File: src/dgpio_pkg.sv
// Shared constants and carrier types for the dual port I/O block.
package dgpio_pkg;

   localparam int ADDR_W = 12;
   localparam int PA_W = 6;
   localparam int PB_W = 8;

   // Register indices; the byte address on the bus is four times the index.
   localparam logic [7:0] IDX_PORT_A_DATA = 8'h05;
   localparam logic [7:0] IDX_PORT_B_DATA = 8'h06;
   localparam logic [7:0] IDX_IRQ_CONTROL_REG = 8'h0b;
   localparam logic [7:0] IDX_PULLUP_EDGE_PRESCALE_CONFIG = 8'h81;
   localparam logic [7:0] IDX_PORT_A_DIRECTION = 8'h85;
   localparam logic [7:0] IDX_PORT_B_DIRECTION = 8'h86;
   localparam logic [7:0] IDX_ANALOG_PIN_CONFIG = 8'h9f;

   // Reset values.
   localparam logic [5:0] RST_PORT_A_DIRECTION = 6'h3f;
   localparam logic [7:0] RST_PORT_B_DIRECTION = 8'hff;
   localparam logic [7:0] RST_CONFIG = 8'hff;
   localparam logic [2:0] RST_ANALOG_CFG = 3'h0;
   localparam logic [5:0] RST_PORT_A_LATCH = 6'h00;
   localparam logic [4:0] RST_IRQ_CTRL = 5'h00;

   // Field positions.
   localparam int CFG_PULLUP_DISABLE_N = 7;
   localparam int CFG_EXT_IRQ_EDGE_SELECT = 6;
   localparam int IRQ_CHANGE_FLAG = 0;
   localparam int IRQ_EXT_FLAG = 1;
   localparam int IRQ_CHANGE_EN = 3;
   localparam int IRQ_EXT_EN = 4;
   localparam int PA_TIMER_BIT = 4;
   localparam int PB_EXT_BIT = 0;
   localparam int PB_CHANGE_LO = 4;
   localparam int DATA_KEEP_LO = 8;

   typedef struct packed {
      logic [PA_W-1:0] pa;
      logic [PB_W-1:0] pb;
   } dgpio_pins_t;

   typedef struct packed {
      logic change_en;
      logic ext_en;
      logic ext_flag;
      logic change_flag;
   } dgpio_irq_t;

endpackage : dgpio_pkg

File: src/dgpio_top.sv
// Two general purpose ports with direction control, port B pull-ups and port B pin-change events.
//
// The APB register port was chosen for this implementation.
`timescale 1ns/10ps
//
// What this block does
// Port A latch six bits; upper bits zero.
// Port A direction one floats, zero drives.
// Data read returns pins; write sets latch.
// Writes are read-modify-write using sampled pins.
// Port A bit 4 open-drain, feeds timer clock.
// Three-bit analog field, resets to zero.
// Analog-capable pins come up analog inputs.
// Software keeps analog pins' direction bits set.
// Direction registers reset to all ones.
// Port B eight-bit bidirectional, same direction sense.
// Cleared option bit 7 enables port B pull-ups.
// Pull-up off while pin is an output.
// Option register resets all ones, pull-ups off.
// Bits 7..4 compared with last-read snapshot.
// Only input pins join the change compare.
// Mismatch keeps flag set; port access ends it.
// Change event can wake the sleeping device.
// Software avoids polling port B during change use.
// Port B bit 0 is external interrupt input.
// Port B latch kept across resets.
// Edge select one means rising, zero falling.
module dgpio_top (
   input wire logic CLK,
   input wire logic SRST,
   input wire logic PSEL,
   input wire logic PENABLE,
   input wire logic PWRITE,
   input wire logic [dgpio_pkg::ADDR_W-1:0] PADDR,
   input wire logic [31:0] PWDATA,
   output logic [31:0] PRDATA,
   output logic PREADY,
   output logic PSLVERR,
   input wire logic [dgpio_pkg::PA_W-1:0] PA_IN,
   output logic [dgpio_pkg::PA_W-1:0] PA_OUT,
   output logic [dgpio_pkg::PA_W-1:0] PA_OE,
   input wire logic [dgpio_pkg::PB_W-1:0] PB_IN,
   output logic [dgpio_pkg::PB_W-1:0] PB_OUT,
   output logic [dgpio_pkg::PB_W-1:0] PB_OE,
   output logic [dgpio_pkg::PB_W-1:0] PB_PULLUP,
   output logic [4:0] ANALOG_EN,
   output logic TIMER0_CLK,
   output logic CHANGE_FLAG,
   output logic EXT_FLAG,
   output logic WAKE
);

   // Returns the byte address of a register index.
   function automatic logic [dgpio_pkg::ADDR_W-1:0] reg_addr(input logic [7:0] idx);
      reg_addr = {2'b00, idx, 2'b00};
   endfunction : reg_addr

   // Analog mask over pins {5,3,2,1,0}; a cleared field makes them all analog.
   function automatic logic [4:0] analog_mask(input logic [2:0] cfg);
      case (cfg)
         3'h0: analog_mask = 5'h1f;
         3'h1: analog_mask = 5'h1f;
         3'h2: analog_mask = 5'h1f;
         3'h3: analog_mask = 5'h0b;
         3'h4: analog_mask = 5'h0b;
         3'h5: analog_mask = 5'h03;
         default: analog_mask = 5'h00;
      endcase
   endfunction : analog_mask

   // Input synchronisers: a change is accepted once stages two and three agree.
   dgpio_pkg::dgpio_pins_t sync1;
   dgpio_pkg::dgpio_pins_t sync2;
   dgpio_pkg::dgpio_pins_t sync3;
   dgpio_pkg::dgpio_pins_t pins;
   dgpio_pkg::dgpio_pins_t next_pins;

   always_comb begin
      for (int i = 0; i < $bits(next_pins); i++) begin
         next_pins[i] = (sync2[i] == sync3[i]) ? sync3[i] : pins[i];
      end
   end

   always_ff @(posedge CLK) begin
      sync1 <= {PA_IN, PB_IN};
      sync2 <= sync1;
      sync3 <= sync2;
      // Reset loads the filter from its last stage, so no false pin edge follows reset.
      if (SRST) begin
         pins <= sync3;
      end else begin
         pins <= next_pins;
      end
   end

   // Register state.
   logic [5:0] pa_latch;
   logic [7:0] pb_latch;
   logic [5:0] pa_dir;
   logic [7:0] pb_dir;
   logic [7:0] config_reg;
   logic [2:0] analog_cfg;
   dgpio_pkg::dgpio_irq_t irq;
   logic [3:0] change_snap;
   logic ext_prev;
   logic [31:0] rdata;
   logic [5:0] next_pa_latch;
   logic [7:0] next_pb_latch;
   logic [5:0] next_pa_dir;
   logic [7:0] next_pb_dir;
   logic [7:0] next_config_reg;
   logic [2:0] next_analog_cfg;
   dgpio_pkg::dgpio_irq_t next_irq;
   logic [3:0] next_change_snap;
   logic [31:0] next_rdata;

   logic setup;
   logic wr;
   logic hit_pa;
   logic hit_pb;
   logic hit_irq;
   logic hit_cfg;
   logic hit_pa_dir;
   logic hit_pb_dir;
   logic hit_an;
   logic mapped;
   logic [4:0] an_mask;
   logic [5:0] pa_view;
   logic [7:0] keep;
   logic mismatch;
   logic ext_edge;

   assign setup = PSEL && !PENABLE;
   assign wr = PSEL && PENABLE && PWRITE;
   assign hit_pa = PADDR == reg_addr(dgpio_pkg::IDX_PORT_A_DATA);
   assign hit_pb = PADDR == reg_addr(dgpio_pkg::IDX_PORT_B_DATA);
   assign hit_irq = PADDR == reg_addr(dgpio_pkg::IDX_IRQ_CONTROL_REG);
   assign hit_cfg = PADDR == reg_addr(dgpio_pkg::IDX_PULLUP_EDGE_PRESCALE_CONFIG);
   assign hit_pa_dir = PADDR == reg_addr(dgpio_pkg::IDX_PORT_A_DIRECTION);
   assign hit_pb_dir = PADDR == reg_addr(dgpio_pkg::IDX_PORT_B_DIRECTION);
   assign hit_an = PADDR == reg_addr(dgpio_pkg::IDX_ANALOG_PIN_CONFIG);
   assign mapped = hit_pa || hit_pb || hit_irq || hit_cfg || hit_pa_dir || hit_pb_dir || hit_an;
   assign keep = PWDATA[dgpio_pkg::DATA_KEEP_LO +: 8];

   assign an_mask = analog_mask(analog_cfg);
   // Analog pins read as zero through the digital path.
   assign pa_view = pins.pa & ~{an_mask[4], 1'b0, an_mask[3:0]};

   // Only inputs among bits 7..4 are compared against the snapshot.
   assign mismatch = |((pins.pb[7:4] ^ change_snap) & pb_dir[7:4]);
   // Edge select high picks a rising edge, low a falling edge.
   assign ext_edge = config_reg[dgpio_pkg::CFG_EXT_IRQ_EDGE_SELECT]
      ? (pins.pb[dgpio_pkg::PB_EXT_BIT] && !ext_prev)
      : (!pins.pb[dgpio_pkg::PB_EXT_BIT] && ext_prev);

   always_comb begin
      next_pa_latch = pa_latch;
      next_pb_latch = pb_latch;
      next_pa_dir = pa_dir;
      next_pb_dir = pb_dir;
      next_config_reg = config_reg;
      next_analog_cfg = analog_cfg;
      next_irq = irq;
      next_change_snap = change_snap;
      next_rdata = rdata;
      if (setup) begin
         next_rdata = '0;
         if (hit_pa) begin
            next_rdata[5:0] = pa_view;
         end else if (hit_pb) begin
            next_rdata[7:0] = pins.pb;
            next_change_snap = pins.pb[7:4];
         end else if (hit_irq) begin
            next_rdata[4:0] = {irq.ext_en, irq.change_en, 1'b0, irq.ext_flag, irq.change_flag};
         end else if (hit_cfg) begin
            next_rdata[7:0] = config_reg;
         end else if (hit_pa_dir) begin
            next_rdata[5:0] = pa_dir;
         end else if (hit_pb_dir) begin
            next_rdata[7:0] = pb_dir;
         end else if (hit_an) begin
            next_rdata[2:0] = analog_cfg;
         end
      end
      if (wr) begin
         if (hit_pa) begin
            // Kept bits take the sampled pin level, as a bit operation would.
            next_pa_latch = (pa_view & keep[5:0]) | (PWDATA[5:0] & ~keep[5:0]);
         end else if (hit_pb) begin
            next_pb_latch = (pins.pb & keep) | (PWDATA[7:0] & ~keep);
            next_change_snap = pins.pb[7:4];
         end else if (hit_irq) begin
            next_irq.change_flag = PWDATA[dgpio_pkg::IRQ_CHANGE_FLAG];
            next_irq.ext_flag = PWDATA[dgpio_pkg::IRQ_EXT_FLAG];
            next_irq.change_en = PWDATA[dgpio_pkg::IRQ_CHANGE_EN];
            next_irq.ext_en = PWDATA[dgpio_pkg::IRQ_EXT_EN];
         end else if (hit_cfg) begin
            next_config_reg = PWDATA[7:0];
         end else if (hit_pa_dir) begin
            next_pa_dir = PWDATA[5:0];
         end else if (hit_pb_dir) begin
            next_pb_dir = PWDATA[7:0];
         end else if (hit_an) begin
            next_analog_cfg = PWDATA[2:0];
         end
      end
      // Hardware set wins over a software clear in the same cycle.
      if (mismatch) begin
         next_irq.change_flag = 1'b1;
      end
      if (ext_edge) begin
         next_irq.ext_flag = 1'b1;
      end
   end

   always_ff @(posedge CLK) begin
      // The port B latch and snapshot are left alone by reset.
      pb_latch <= next_pb_latch;
      change_snap <= next_change_snap;
      // The edge detector tracks the filtered pin through reset as well.
      ext_prev <= pins.pb[dgpio_pkg::PB_EXT_BIT];
      if (SRST) begin
         pa_latch <= dgpio_pkg::RST_PORT_A_LATCH;
         pa_dir <= dgpio_pkg::RST_PORT_A_DIRECTION;
         pb_dir <= dgpio_pkg::RST_PORT_B_DIRECTION;
         config_reg <= dgpio_pkg::RST_CONFIG;
         analog_cfg <= dgpio_pkg::RST_ANALOG_CFG;
         irq <= dgpio_pkg::RST_IRQ_CTRL[3:0];
         rdata <= '0;
      end else begin
         pa_latch <= next_pa_latch;
         pa_dir <= next_pa_dir;
         pb_dir <= next_pb_dir;
         config_reg <= next_config_reg;
         analog_cfg <= next_analog_cfg;
         irq <= next_irq;
         rdata <= next_rdata;
      end
   end

   // Bus answer: one access cycle, read data captured in the setup cycle.
   assign PREADY = PSEL && PENABLE;
   assign PSLVERR = PSEL && PENABLE && !mapped;
   assign PRDATA = rdata;

   // Pin drivers. A set direction bit floats the pin.
   always_comb begin
      PA_OUT = pa_latch;
      PA_OE = ~pa_dir;
      // Bit 4 only ever pulls low.
      PA_OUT[dgpio_pkg::PA_TIMER_BIT] = 1'b0;
      PA_OE[dgpio_pkg::PA_TIMER_BIT] = !pa_dir[dgpio_pkg::PA_TIMER_BIT]
         && !pa_latch[dgpio_pkg::PA_TIMER_BIT];
      PB_OUT = pb_latch & ~pb_dir;
      PB_OE = ~pb_dir;
      PB_PULLUP = config_reg[dgpio_pkg::CFG_PULLUP_DISABLE_N] ? 8'h00 : pb_dir;
   end

   assign ANALOG_EN = an_mask;
   assign TIMER0_CLK = pins.pa[dgpio_pkg::PA_TIMER_BIT];
   assign CHANGE_FLAG = irq.change_flag;
   assign EXT_FLAG = irq.ext_flag;
   assign WAKE = irq.change_flag && irq.change_en;

endmodule : dgpio_top

File: config.mk
export PLATFORM = sky130hd
export DESIGN_NAME = dgpio_top
export DESIGN_NICKNAME = d
export VERILOG_FILES = /design/src/dgpio_pkg.sv /design/src/dgpio_top.sv
export SDC_FILE = /design/constraint.sdc
export NUM_CORES = 1
export LEC_CHECK = 0
export BUFFER_PORTS_ARGS = -buffer_cell sky130_fd_sc_hd__clkbuf_2
export CAP_MARGIN = 10
export CORE_MARGIN = 8
export CORE_UTILIZATION = 46
export DETAILED_ROUTE_END_ITERATION = 10
export GPL_TIMING_DRIVEN = 0
export PLACE_DENSITY = 0.76
export SYNTH_ARGS = -nofsm -noshare
export SYNTH_HDL_FRONTEND = slang
export SYNTH_SLANG_ARGS = --single-unit
export TNS_END_PERCENT = 20
File: constraint.sdc
create_clock -name CLK -period 2.2 [get_ports CLK]
set_clock_uncertainty 0.1 [all_clocks]
set_input_delay 0.22 -clock CLK [delete_from_list [all_inputs] [get_ports CLK]]
set_output_delay 0.22 -clock CLK [all_outputs]
set_load 0.01 [all_outputs]
==> qor.yml, run 1 <==
grt_overflow_total: 0
ys_ff_latch: 112
worst_slew_pin_slew_ns: 0.861
synth_top_area_share_pct: 38.5
crit_fanout: 8
synthTopCellsByCount: "dfxtp_1 (90), nand2_1 (49), nor2_1 (37)"
firstDrtPassIters: 5
syn_inst: 456
r2r_end: "PRDATA[7]"
cts_sinks: 112
async_reset_ff_share_pct: 0
p_leak_nw: 2.67
synth_most_common_cell: "dfxtp_1"
antenna_found_initial: 0
syn_avg_cell_area_um2: 10.3
htreeDepth: 3
syn-cell-area_mm2: 0.00468
globalRouteTotalUtil_pct: 19.6
ant_nets: 0
slew_headroom_pct: 41.8
min-delay-start: "PWDATA[6]"
drt_iter0_markers: 310
place_area_mm2: 0.00544
hold_class: "input pin to flop"
wl_per_cell_um: 17.8
place.gp.congestion: 0.910
area_growth_pct: 24.7
drive_gt1_share_pct: 30.2
synth_cell_types: 50
startpoint_type: "input pin"
viasPerCell: 5.03
ys.flop_type: "dfxtp_1"
die-area_mm2: 0.0136
reg.largest.list: "sync1 (14), sync2 (14), sync3 (14)"
finalSetupViolCount: 0
p_per_area_mw_per_mm2: 642
reg2reg_depth: 4
grt_max_degree: 22
rsz0062_at_grt: "no"
clk_latency_ns: 0.38
drc: 0
synth.yosys.seq_area_share_pct: 52.7
reg2reg_setup_slack_ns: 0.68
hpwl_um: 10200
yosysTopAreaCell: "dfxtp_1"
hold_path_end: "pb_dir[6]"
max-vdd-ir-drop_mv: 0.495
grt_pass1_wl_um: 19900
path_class: "input pin to primary output"
num_antenna_cells: 0
grt_pass1_vias: 3714
critPathCaptureType: "primary output"
netSwitchingFraction_pct: 26.0
slew_violations: 0
cts_tree: "built"
maxCapViolations: 0
seqPwrFrac_pct: 59.3
final_area_mm2: 0.00583
nets: 671
fin_crit_sh_pct: 96.2
whs_ns: 0.0135
yosysWarnings: 0
numCtsBuffers: 9
reg2reg_from: "config_reg[7]"
portBuffers: 99
wl_um: 13300
synth-edff-count: 22
rows: 37
comb_power_share_pct: 8.8
dp_slack_ns: -1.05
via_count: 3769
hold_viol_final: 0
fin_ws_ns: 0.0826
synthTopCellsByArea: "dfxtp_1 (39%), edfxtp_1 (14%), mux2i_1 (7.1%), buf_4 (5.6%), nand2_1 (3.9%)"
start_util_pct: 46.3
fmax_mhz: 472
hold-path-cell-count: 3
required_ns: 1.88
core_mm2: 0.0101
cts-root-buf: "clkbuf_8"
cp.arrival_ns: 1.80
clk_pin_slew_worst_paths_ns: 0.12
p_switching_w: 0.000975
clk_path_buf_depth: 2
fin_crit_ns: 2.12
p_int_w: 0.00277
io_pins: 142
die_w_um: 117
status: "finished clean"
pwr-share-clk_pct: 31.9
die_h_um: 117
-- cell families after synthesis --
kind of cell	share of synthesized area [%]
AOI/OAI and AO/OA	10.1
xor gates and xnor gates	3.37
buffers and inverters	8.32
DFF	52.7
muxes	9.95
other	0.0802
and+or+nand+nor	15.5
-- area by class of cell --
cell class	instances	area [µm²]
buffer	51	334
inverter	15	56.3
clock buffer	9	124
clock inverter	7	70.1
timing repair buffer	117	666
multi-input combinational	302	1950
fill	896	4260
tap	136	170
sequential	112	2460
-- worst max path at each step --
stage	slack [ns]	end	startpoint	cells past startpoint
6_report	0.08	PSLVERR	PADDR[1]	7
5_1_grt	0.009	PSLVERR	PADDR[1]	7
4_1_cts	0.02	PSLVERR	PADDR[4]	7
3_5_place_dp	-1.05	pb_latch[5]	PADDR[9]	5
3_3_place_gp	-1.11	pb_latch[5]	PADDR[9]	5
2_1_floorplan	0.19	config_reg[0]	PADDR[8]	7
-- power groups by stage --
stage          Combinational, W  Sequential, W  Clock (W)
2_1_floorplan          0.000181        0.00225          0
3_3_place_gp           0.000291        0.00227          0
3_5_place_dp           0.000297        0.00227          0
4_1_cts                0.000321        0.00222    0.00122
5_1_grt                0.000360        0.00223    0.00130
6_report               0.000328        0.00222    0.00119
-- what timing repair did --
item,4_1_cts,5_1_grt
hold endpoints to repair,16,0
hold buffers,15,0
gates resized for setup,2,5
pin swaps,1,0
endpoints found under the setup margin,10,10
buffers inserted,2,0
-- through the flow --
| step | cells | power (W) | TNS (ns) | util [%] |
|---|---|---|---|---|
| finish | 749 | 0.00374 | 0 | 57.8 |
| global route | 749 | 0.00389 | 0 | 57.8 |
| CTS | 749 | 0.00376 | 0 | 57.6 |
| detailed placement | 716 | 0.00257 | -13.78 | 53.9 |
| global placement | 715 | 0.00256 | -17.82 | 53.9 |
| floorplan | 480 | 0.00243 | 0 | - |
-- critical path, stage by stage --
cell      delay [ns]
clkbuf_2        0.15
or4b_2          0.81
nor2_4          0.25
a21oi_1         0.06
nor2_1          0.12
nor2_1          0.05
clkbuf_2        0.12
-- routing by layer --
metal | wire length (µm) | vias to the layer above | GRT usage [%]
met5 | 0 | - | 0
met4 | 216 | 0 | 7.34
met3 | 1070 | 15 | 5.13
met2 | 6530 | 138 | 32.8
met1 | 5490 | 1772 | 23.8
li1 | - | 1844 | -
-- placed cells by master, fill, tap and decap left out, types with 3 or more instances in the layout --
master,Yosys,routed
conb_1,1,25
nor4b_1,3,3
xnor2_1,4,4
a32oi_1,3,3
nand2_1,49,49
clkbuf_2,0,100
clkbuf_1,10,9
or4b_2,3,3
nor3_1,7,6
dlygate4sd3_1,0,15
edfxtp_1,22,22
nand3_1,8,8
and3_1,5,5
a211oi_1,6,6
mux2i_1,33,33
o211ai_1,9,9
buf_4,35,37
o2bb2ai_1,5,5
a22oi_1,3,3
clkbuf_8,0,9
nor2b_1,13,13
and2_1,3,3
o22ai_1,5,5
buf_1,3,3
a31oi_1,4,4
o21ai_0,12,12
buf_2,2,3
a21oi_1,14,14
mux2_2,12,12
xor2_1,14,14
dfxtp_1,90,90
nor2_1,37,36
inv_1,15,15
Note: power is estimated with default switching activity, not from simulation.
==> run 2: changes to the inputs <==
--- a/config.mk
+++ b/config.mk
@@ -8,10 +8,10 @@
 export BUFFER_PORTS_ARGS = -buffer_cell sky130_fd_sc_hd__clkbuf_2
 export CAP_MARGIN = 10
 export CORE_MARGIN = 8
-export CORE_UTILIZATION = 46
+export CORE_UTILIZATION = 32
 export DETAILED_ROUTE_END_ITERATION = 10
 export GPL_TIMING_DRIVEN = 0
-export PLACE_DENSITY = 0.76
+export MAX_ROUTING_LAYER = met4
 export SYNTH_ARGS = -nofsm -noshare
 export SYNTH_HDL_FRONTEND = slang
 export SYNTH_SLANG_ARGS = --single-unit
==> run 2 against run 1 <==
Setup slack gained 0.020 ns. Via count down 2.2%. Core utilization shrank 16 points. Register-to-register slack improved by 0.03 ns. Sequential cell count unchanged. Die area is 37% higher. Combinational power is essentially flat. Maximum frequency up 0.98%. Largest power group unchanged.
==> qor.yml, run 2 (synthesis results as in run 1) <==
status: "finished clean"  # unchanged
finalSetupViolCount: 0  # unchanged
clk_latency_ns: 0.35  # was 0.38 ns
fin_crit_ns: 2.10  # was 2.12 ns
critPathCaptureType: "primary output"  # unchanged
htreeDepth: 3  # unchanged
die-area_mm2: 0.0187  # was 0.0136 mm²
hold_class: "input pin to flop"  # unchanged
rsz0062_at_grt: "no"  # unchanged
cp.arrival_ns: 1.78  # was 1.80 ns
via_count: 3686  # was 3769
cts_sinks: 112  # unchanged
crit_fanout: 7  # was 8
antenna_found_initial: 0  # unchanged
cts_tree: "built"  # unchanged
viasPerCell: 4.62  # was 5.03
slew_violations: 0  # unchanged
numCtsBuffers: 9  # unchanged
wl_um: 13800  # was 13300 µm
globalRouteTotalUtil_pct: 15.2  # was 19.6%
p_total_w: 0.00418  # was 0.00374 W
worst-path-buf-inv: 2  # unchanged
worst_slew_pin_slew_ns: 0.956  # was 0.861 ns
cp_top_family: "simple AND/OR/NAND/NOR gates"  # unchanged
die_h_um: 137  # was 117 µm
dp_slack_ns: -0.933  # was -1.05 ns
slew_headroom_pct: 35.4  # was 41.8%
layout_common_cells: "clkbuf_2 (100), dfxtp_1 (90), nand2_1 (49), buf_4 (39), nor2_1 (37)"  # was clkbuf_2 (100), dfxtp_1 (90), nand2_1 (49), buf_4 (37), nor2_1 (36)
clk_pin_slew_worst_paths_ns: 0.07  # was 0.12 ns
fin_crit_sh_pct: 95.3  # was 96.2%
fillers: 1428  # was 896
portBuffers: 99  # unchanged
multiInputGateArea_mm2: 0.00195  # about the same
maxCapViolations: 0  # unchanged
register_area_mm2: 0.00246  # unchanged
p_leak_nw: 2.71  # was 2.67 nW
final_common_cell: "clkbuf_2"  # unchanged
p_per_area_mw_per_mm2: 697  # was 642 mW/mm²
die_w_um: 137  # was 117 µm
path_class: "input pin to primary output"  # unchanged
reg.largest.list: "sync1 (14), sync2 (14), sync3 (14)"  # unchanged
use_met2_pct: 24.7  # was 32.8%
fin_util_pct: 41.6  # was 57.8%
wl_per_cell_um: 17.3  # was 17.8 µm
grt_overflow_total: 0  # unchanged
cts-root-buf: "clkbuf_16"  # was clkbuf_8
hold_viol_final: 0  # unchanged
rows: 44  # was 37
drt_iter0_markers: 220  # was 310
startpoint_type: "input pin"  # unchanged
max-vdd-ir-drop_mv: 0.558  # was 0.495 mV
nets: 671  # unchanged
fin_ws_ns: 0.103  # was 0.0826 ns
clk_path_buf_depth: 2  # unchanged
required_ns: 1.88  # about the same
drc: 0  # unchanged
fmax_mhz: 477  # was 472 MHz
grt_util_met3_pct: 4.26  # was 5.13%
busiest_layer: "met2"  # unchanged
crit_path_max_incr_delay_ns: 0.82  # was 0.81 ns
num_antenna_cells: 0  # unchanged
io_pins: 142  # unchanged
setup_tns_ns: 0  # unchanged
ant_nets: 0  # unchanged
firstDrtPassIters: 4  # was 5
start_util_pct: 32.4  # was 46.3%
grt_pass1_wl_um: 20500  # was 19900 µm
core_mm2: 0.0144  # was 0.0101 mm²
hpwl_um: 10700  # was 10200 µm
cpMaxStageDelayCell: "or4b_2"  # unchanged
whs_ns: 0.0297  # was 0.0135 ns
path_cells: "clkbuf_2 > or4b_2 > o22ai_1 > a21oi_1 > nor2_1 > nor2_1 > clkbuf_2"  # was clkbuf_2 > or4b_2 > nor2_4 > a21oi_1 > nor2_1 > nor2_1 > clkbuf_2
grt_util_met1_pct: 17.9  # was 23.8%
place.gp.congestion: 0.893  # was 0.910
grt_max_degree: 19  # was 22
grt_pass1_vias: 3665  # was 3714
area_growth_pct: 28.3  # was 24.7%
drive_gt1_share_pct: 30.0  # was 30.2%
-- run 2: cell types whose count changed in the layout (fill, tap and decap cells not counted), moves of 2 or more --
cell | before | now
buf_2 | 3 | 1
buf_4 | 37 | 39
clkbuf_16 | 0 | 9
clkbuf_8 | 9 | 0
clkinvlp_4 | 0 | 2
inv_8 | 2 | 0
-- run 2: layer usage --
| layer | wire length [µm] | vias up |
|---|---|---|
| met4 | 199 | 0 |
| met2 | 6600 | 108 |
| met1 | 6000 | 1723 |
| met3 | 1030 | 17 |
| met5 | 0 | - |
| li1 | - | 1838 |
-- run 2: area by class of cell --
| type | count | share of cell area (%) |
|---|---|---|
| Sequential cell | 112 | 41.1 |
| Multi-Input combinational cell | 302 | 32.5 |
| Timing Repair Buffer | 117 | 11.1 |
| Buffer | 51 | 5.67 |
| Tap cell | 184 | 3.84 |
| Clock buffer | 10 | 3.82 |
| Clock inverter | 6 | 1.13 |
| Inverter | 15 | 0.939 |
-- run 2: per-stage QoR --
stage          cell area [µm²]  std cells
2_1_floorplan             4770        480
3_3_place_gp              5500        763
3_5_place_dp              5500        763
4_1_cts                   5970        795
5_1_grt                   6000        797
6_report                  6000        797
-- run 2: where the power goes --
| group | switching (W) | leakage (nW) | internal (W) |
|---|---|---|---|
| Combinational | 0.000176 | 1.61 | 0.000151 |
| Sequential | 0.0000489 | 0.958 | 0.00217 |
| Clock | 0.000744 | 0.139 | 0.000890 |
| Total | 0.000968 | 2.71 | 0.00321 |
-- run 2: worst paths after layout --
path,slack [ns],startpoint,endpoint,cells after the start
worst min register to register,0.23,sync1[9],sync2[9],0
worst max register to register,0.71,analog_cfg[1],pa_latch[5],4
worst min-delay path,0.03,PWDATA[7],config_reg[7],3
worst max-delay path,0.10,PADDR[1],PSLVERR,7
-- run 2: tightest hold or removal path, stage by stage --
cell,delay (ns)
clkbuf_2,0.10
mux2i_1,0.07
nand2_1,0.06
-- run 2: what timing repair did --
item / in CTS / in global routing
endpoints found under the hold margin: 14 / 0
hold buffers: 14 / 0
setup endpoints to repair: 15 / 13
gates cloned: 0 / 0
pin swaps: 1 / 2
gates resized for setup: 3 / 6
setup buffers: 2 / 2
==> run 3: changes to the inputs <==
==> constraint.sdc (replaced) <==
create_clock -name CLK -period 2.6 [get_ports CLK]
set_clock_uncertainty 0.1 [all_clocks]
set_input_delay 0.26 -clock CLK [delete_from_list [all_inputs] [get_ports CLK]]
set_output_delay 0.26 -clock CLK [all_outputs]
set_load 0.01 [all_outputs]
==> run 3 against run 2 <==
Non-clock buffer count shrank 2. Die area is the same. Setup slack gained 0.072 ns. Register-to-register slack gained 0.37 ns. Sequential cell count is the same. Largest cell class unchanged. Hold slack gained 0.033 ns. Power shrank 13%. Critical endpoint is now pb_latch[0]. Critical path depth shrank 1.
==> qor.yml, run 3 (synthesis results as in run 1) <==
p_leak_nw: 2.71  # about the same
seqPwrFrac_pct: 51.7  # was 53.1%
fillers: 1445  # was 1428
cp.arrival_ns: 2.40  # was 1.78 ns
grt_overflow_total: 0  # unchanged
whs_ns: 0.0628  # was 0.0297 ns
ant_nets: 0  # unchanged
rsz0062_at_grt: "no"  # unchanged
via_count: 3751  # was 3686
pwr-share-clk_pct: 40.7  # was 39.1%
grt_max_degree: 19  # unchanged
reg2reg_from: "config_reg[7]"  # was analog_cfg[1]
reg2reg_depth: 4  # unchanged
crit_start: "PADDR[9]"  # was PADDR[1]
start_util_pct: 32.4  # unchanged
crit_path_max_incr_delay_ns: 0.56  # was 0.82 ns
globalRouteTotalUtil_pct: 15.9  # was 15.2%
hpwl_um: 11100  # was 10700 µm
grt_pass1_vias: 3887  # was 3665
p_per_area_mw_per_mm2: 606  # was 697 mW/mm²
finalSetupViolCount: 0  # unchanged
path_class: "input pin to flop"  # was input pin to primary output
startpoint_type: "input pin"  # unchanged
fin_crit_ns: 2.42
drive_gt1_share_pct: 29.3  # was 30.0%
fin_cells: 795  # was 797
p_int_w: 0.00283  # was 0.00321 W
drc: 0  # unchanged
place.gp.congestion: 0.954  # was 0.893
reg.largest.list: "sync1 (14), sync2 (14), sync3 (14)"  # unchanged
die_w_um: 137  # unchanged
firstDrtPassIters: 4  # unchanged
rows: 44  # unchanged
clk_pin_slew_worst_paths_ns: 0.07  # about the same
comb_power_share_pct: 7.6  # was 7.8%
core_mm2: 0.0144  # unchanged
hold_viol_final: 0  # unchanged
clk_path_buf_depth: 2  # unchanged
setup_tns_ns: 0  # unchanged
netSwitchingFraction_pct: 22.2  # was 23.2%
grt_pass1_wl_um: 21500  # was 20500 µm
cts-root-buf: "clkbuf_16"  # unchanged
hold_class: "input pin to flop"  # unchanged
wl_per_cell_um: 17.7  # was 17.3 µm
fin_util_pct: 41.6  # about the same
final_common_cell: "clkbuf_2"  # unchanged
wl_um: 14100  # was 13800 µm
dp.cells: 765  # was 763
critPathCaptureType: "flop"  # was primary output
fmax_mhz: 412
numCtsBuffers: 9  # unchanged
drt_iter0_markers: 216  # was 220
portBuffers: 99  # unchanged
area_growth_pct: 28.2  # was 28.3%
p_total_w: 0.00363  # was 0.00418 W
slew_headroom_pct: 32.2  # was 35.4%
maxCapViolations: 0  # unchanged
fin_crit_sh_pct: 93.3
required_ns: 2.57  # was 1.88 ns
worst_slew_pin_slew_ns: 1.01  # was 0.956 ns
io_pins: 142  # unchanged
slew_violations: 0  # unchanged
cts_sinks: 112  # unchanged
crit_fanout: 10  # was 7
cpMaxStageDelayCell: "nor4_1"  # was or4b_2
die-area_mm2: 0.0187  # unchanged
viasPerCell: 4.72  # was 4.62
cts_tree: "built"  # unchanged
min-delay-start: "PWDATA[7]"  # unchanged
hold-path-cell-count: 3  # unchanged
max-vdd-ir-drop_mv: 0.429  # was 0.558 mV
path_cells: "clkbuf_2 > nor4_1 > clkbuf_1 > nand2_1 > nor3_4 > buf_6"  # was clkbuf_2 > or4b_2 > o22ai_1 > a21oi_1 > nor2_1 > nor2_1 > clkbuf_2
status: "finished clean"  # unchanged
nets: 669  # was 671
num_antenna_cells: 0  # unchanged
antenna_found_initial: 1  # was 0
p_switching_w: 0.000806  # was 0.000968 W
die_h_um: 137  # unchanged
htreeDepth: 3  # unchanged
layout_common_cells: "clkbuf_2 (99), dfxtp_1 (90), nand2_1 (49), nor2_1 (37), buf_4 (35)"  # was clkbuf_2 (100), dfxtp_1 (90), nand2_1 (49), buf_4 (39), nor2_1 (37)
clk_latency_ns: 0.36  # was 0.35 ns
[run 3: stage by stage]
| step | area (µm²) | setup slack (ns) |
|---|---|---|
| after global placement | 5490 | -1.20 |
| after detailed placement | 5520 | -0.342 |
| after floorplan | 4770 | 0.348 |
| final | 5990 | 0.175 |
| after global routing | 5990 | 0.0145 |
| after CTS | 5990 | 0.0182 |
[run 3: power by group through the flow]
stage          Clock (W)  Sequential [W]  Combinational [W]
6_report         0.00148         0.00188           0.000275
5_1_grt          0.00157         0.00189           0.000303
4_1_cts          0.00151         0.00188           0.000273
3_5_place_dp           0         0.00192           0.000255
3_3_place_gp           0         0.00192           0.000249
2_1_floorplan          0         0.00190           0.000153
[run 3: per-layer routing]
layer  wire, µm  track usage, %
met3        803            3.52
met4        195            4.77
met5          0               -
met2       6640            25.2
met1       6470            19.8
[run 3: final timing paths]
path | slack (ns) | endpoint
setup reg to reg | 1.08 | PRDATA[7]
hold reg to reg | 0.23 | sync2[6]
setup / recovery | 0.18 | pb_latch[0]
hold / removal | 0.06 | config_reg[7]
[run 3: worst max-delay path, delay by kind of cell]
family / cells / cell delay [ns]
simple gates: 3 / 1.33
buf+inv: 3 / 0.79
[run 3: cell type report]
type / count / area [µm²] / share of cell area, %
well taps: 184 / 230 / 3.84
flip-flops and latches: 112 / 2460 / 41.1
clock buffers: 12 / 279 / 4.66
clock inverters: 4 / 48.8 / 0.814
multi-input cells: 302 / 1930 / 32.1
plain buffers: 51 / 333 / 5.55
repair buffers: 115 / 658 / 11.0
inverters: 15 / 56.3 / 0.939
[run 3: what timing repair did]
item / 4_1_cts / 5_1_grt
resized for setup: 0 / 1
endpoints found under the setup margin: 0 / 7
hold buffers: 14 / 0
hold endpoints to repair: 14 / 0
buffers inserted: 0 / 0
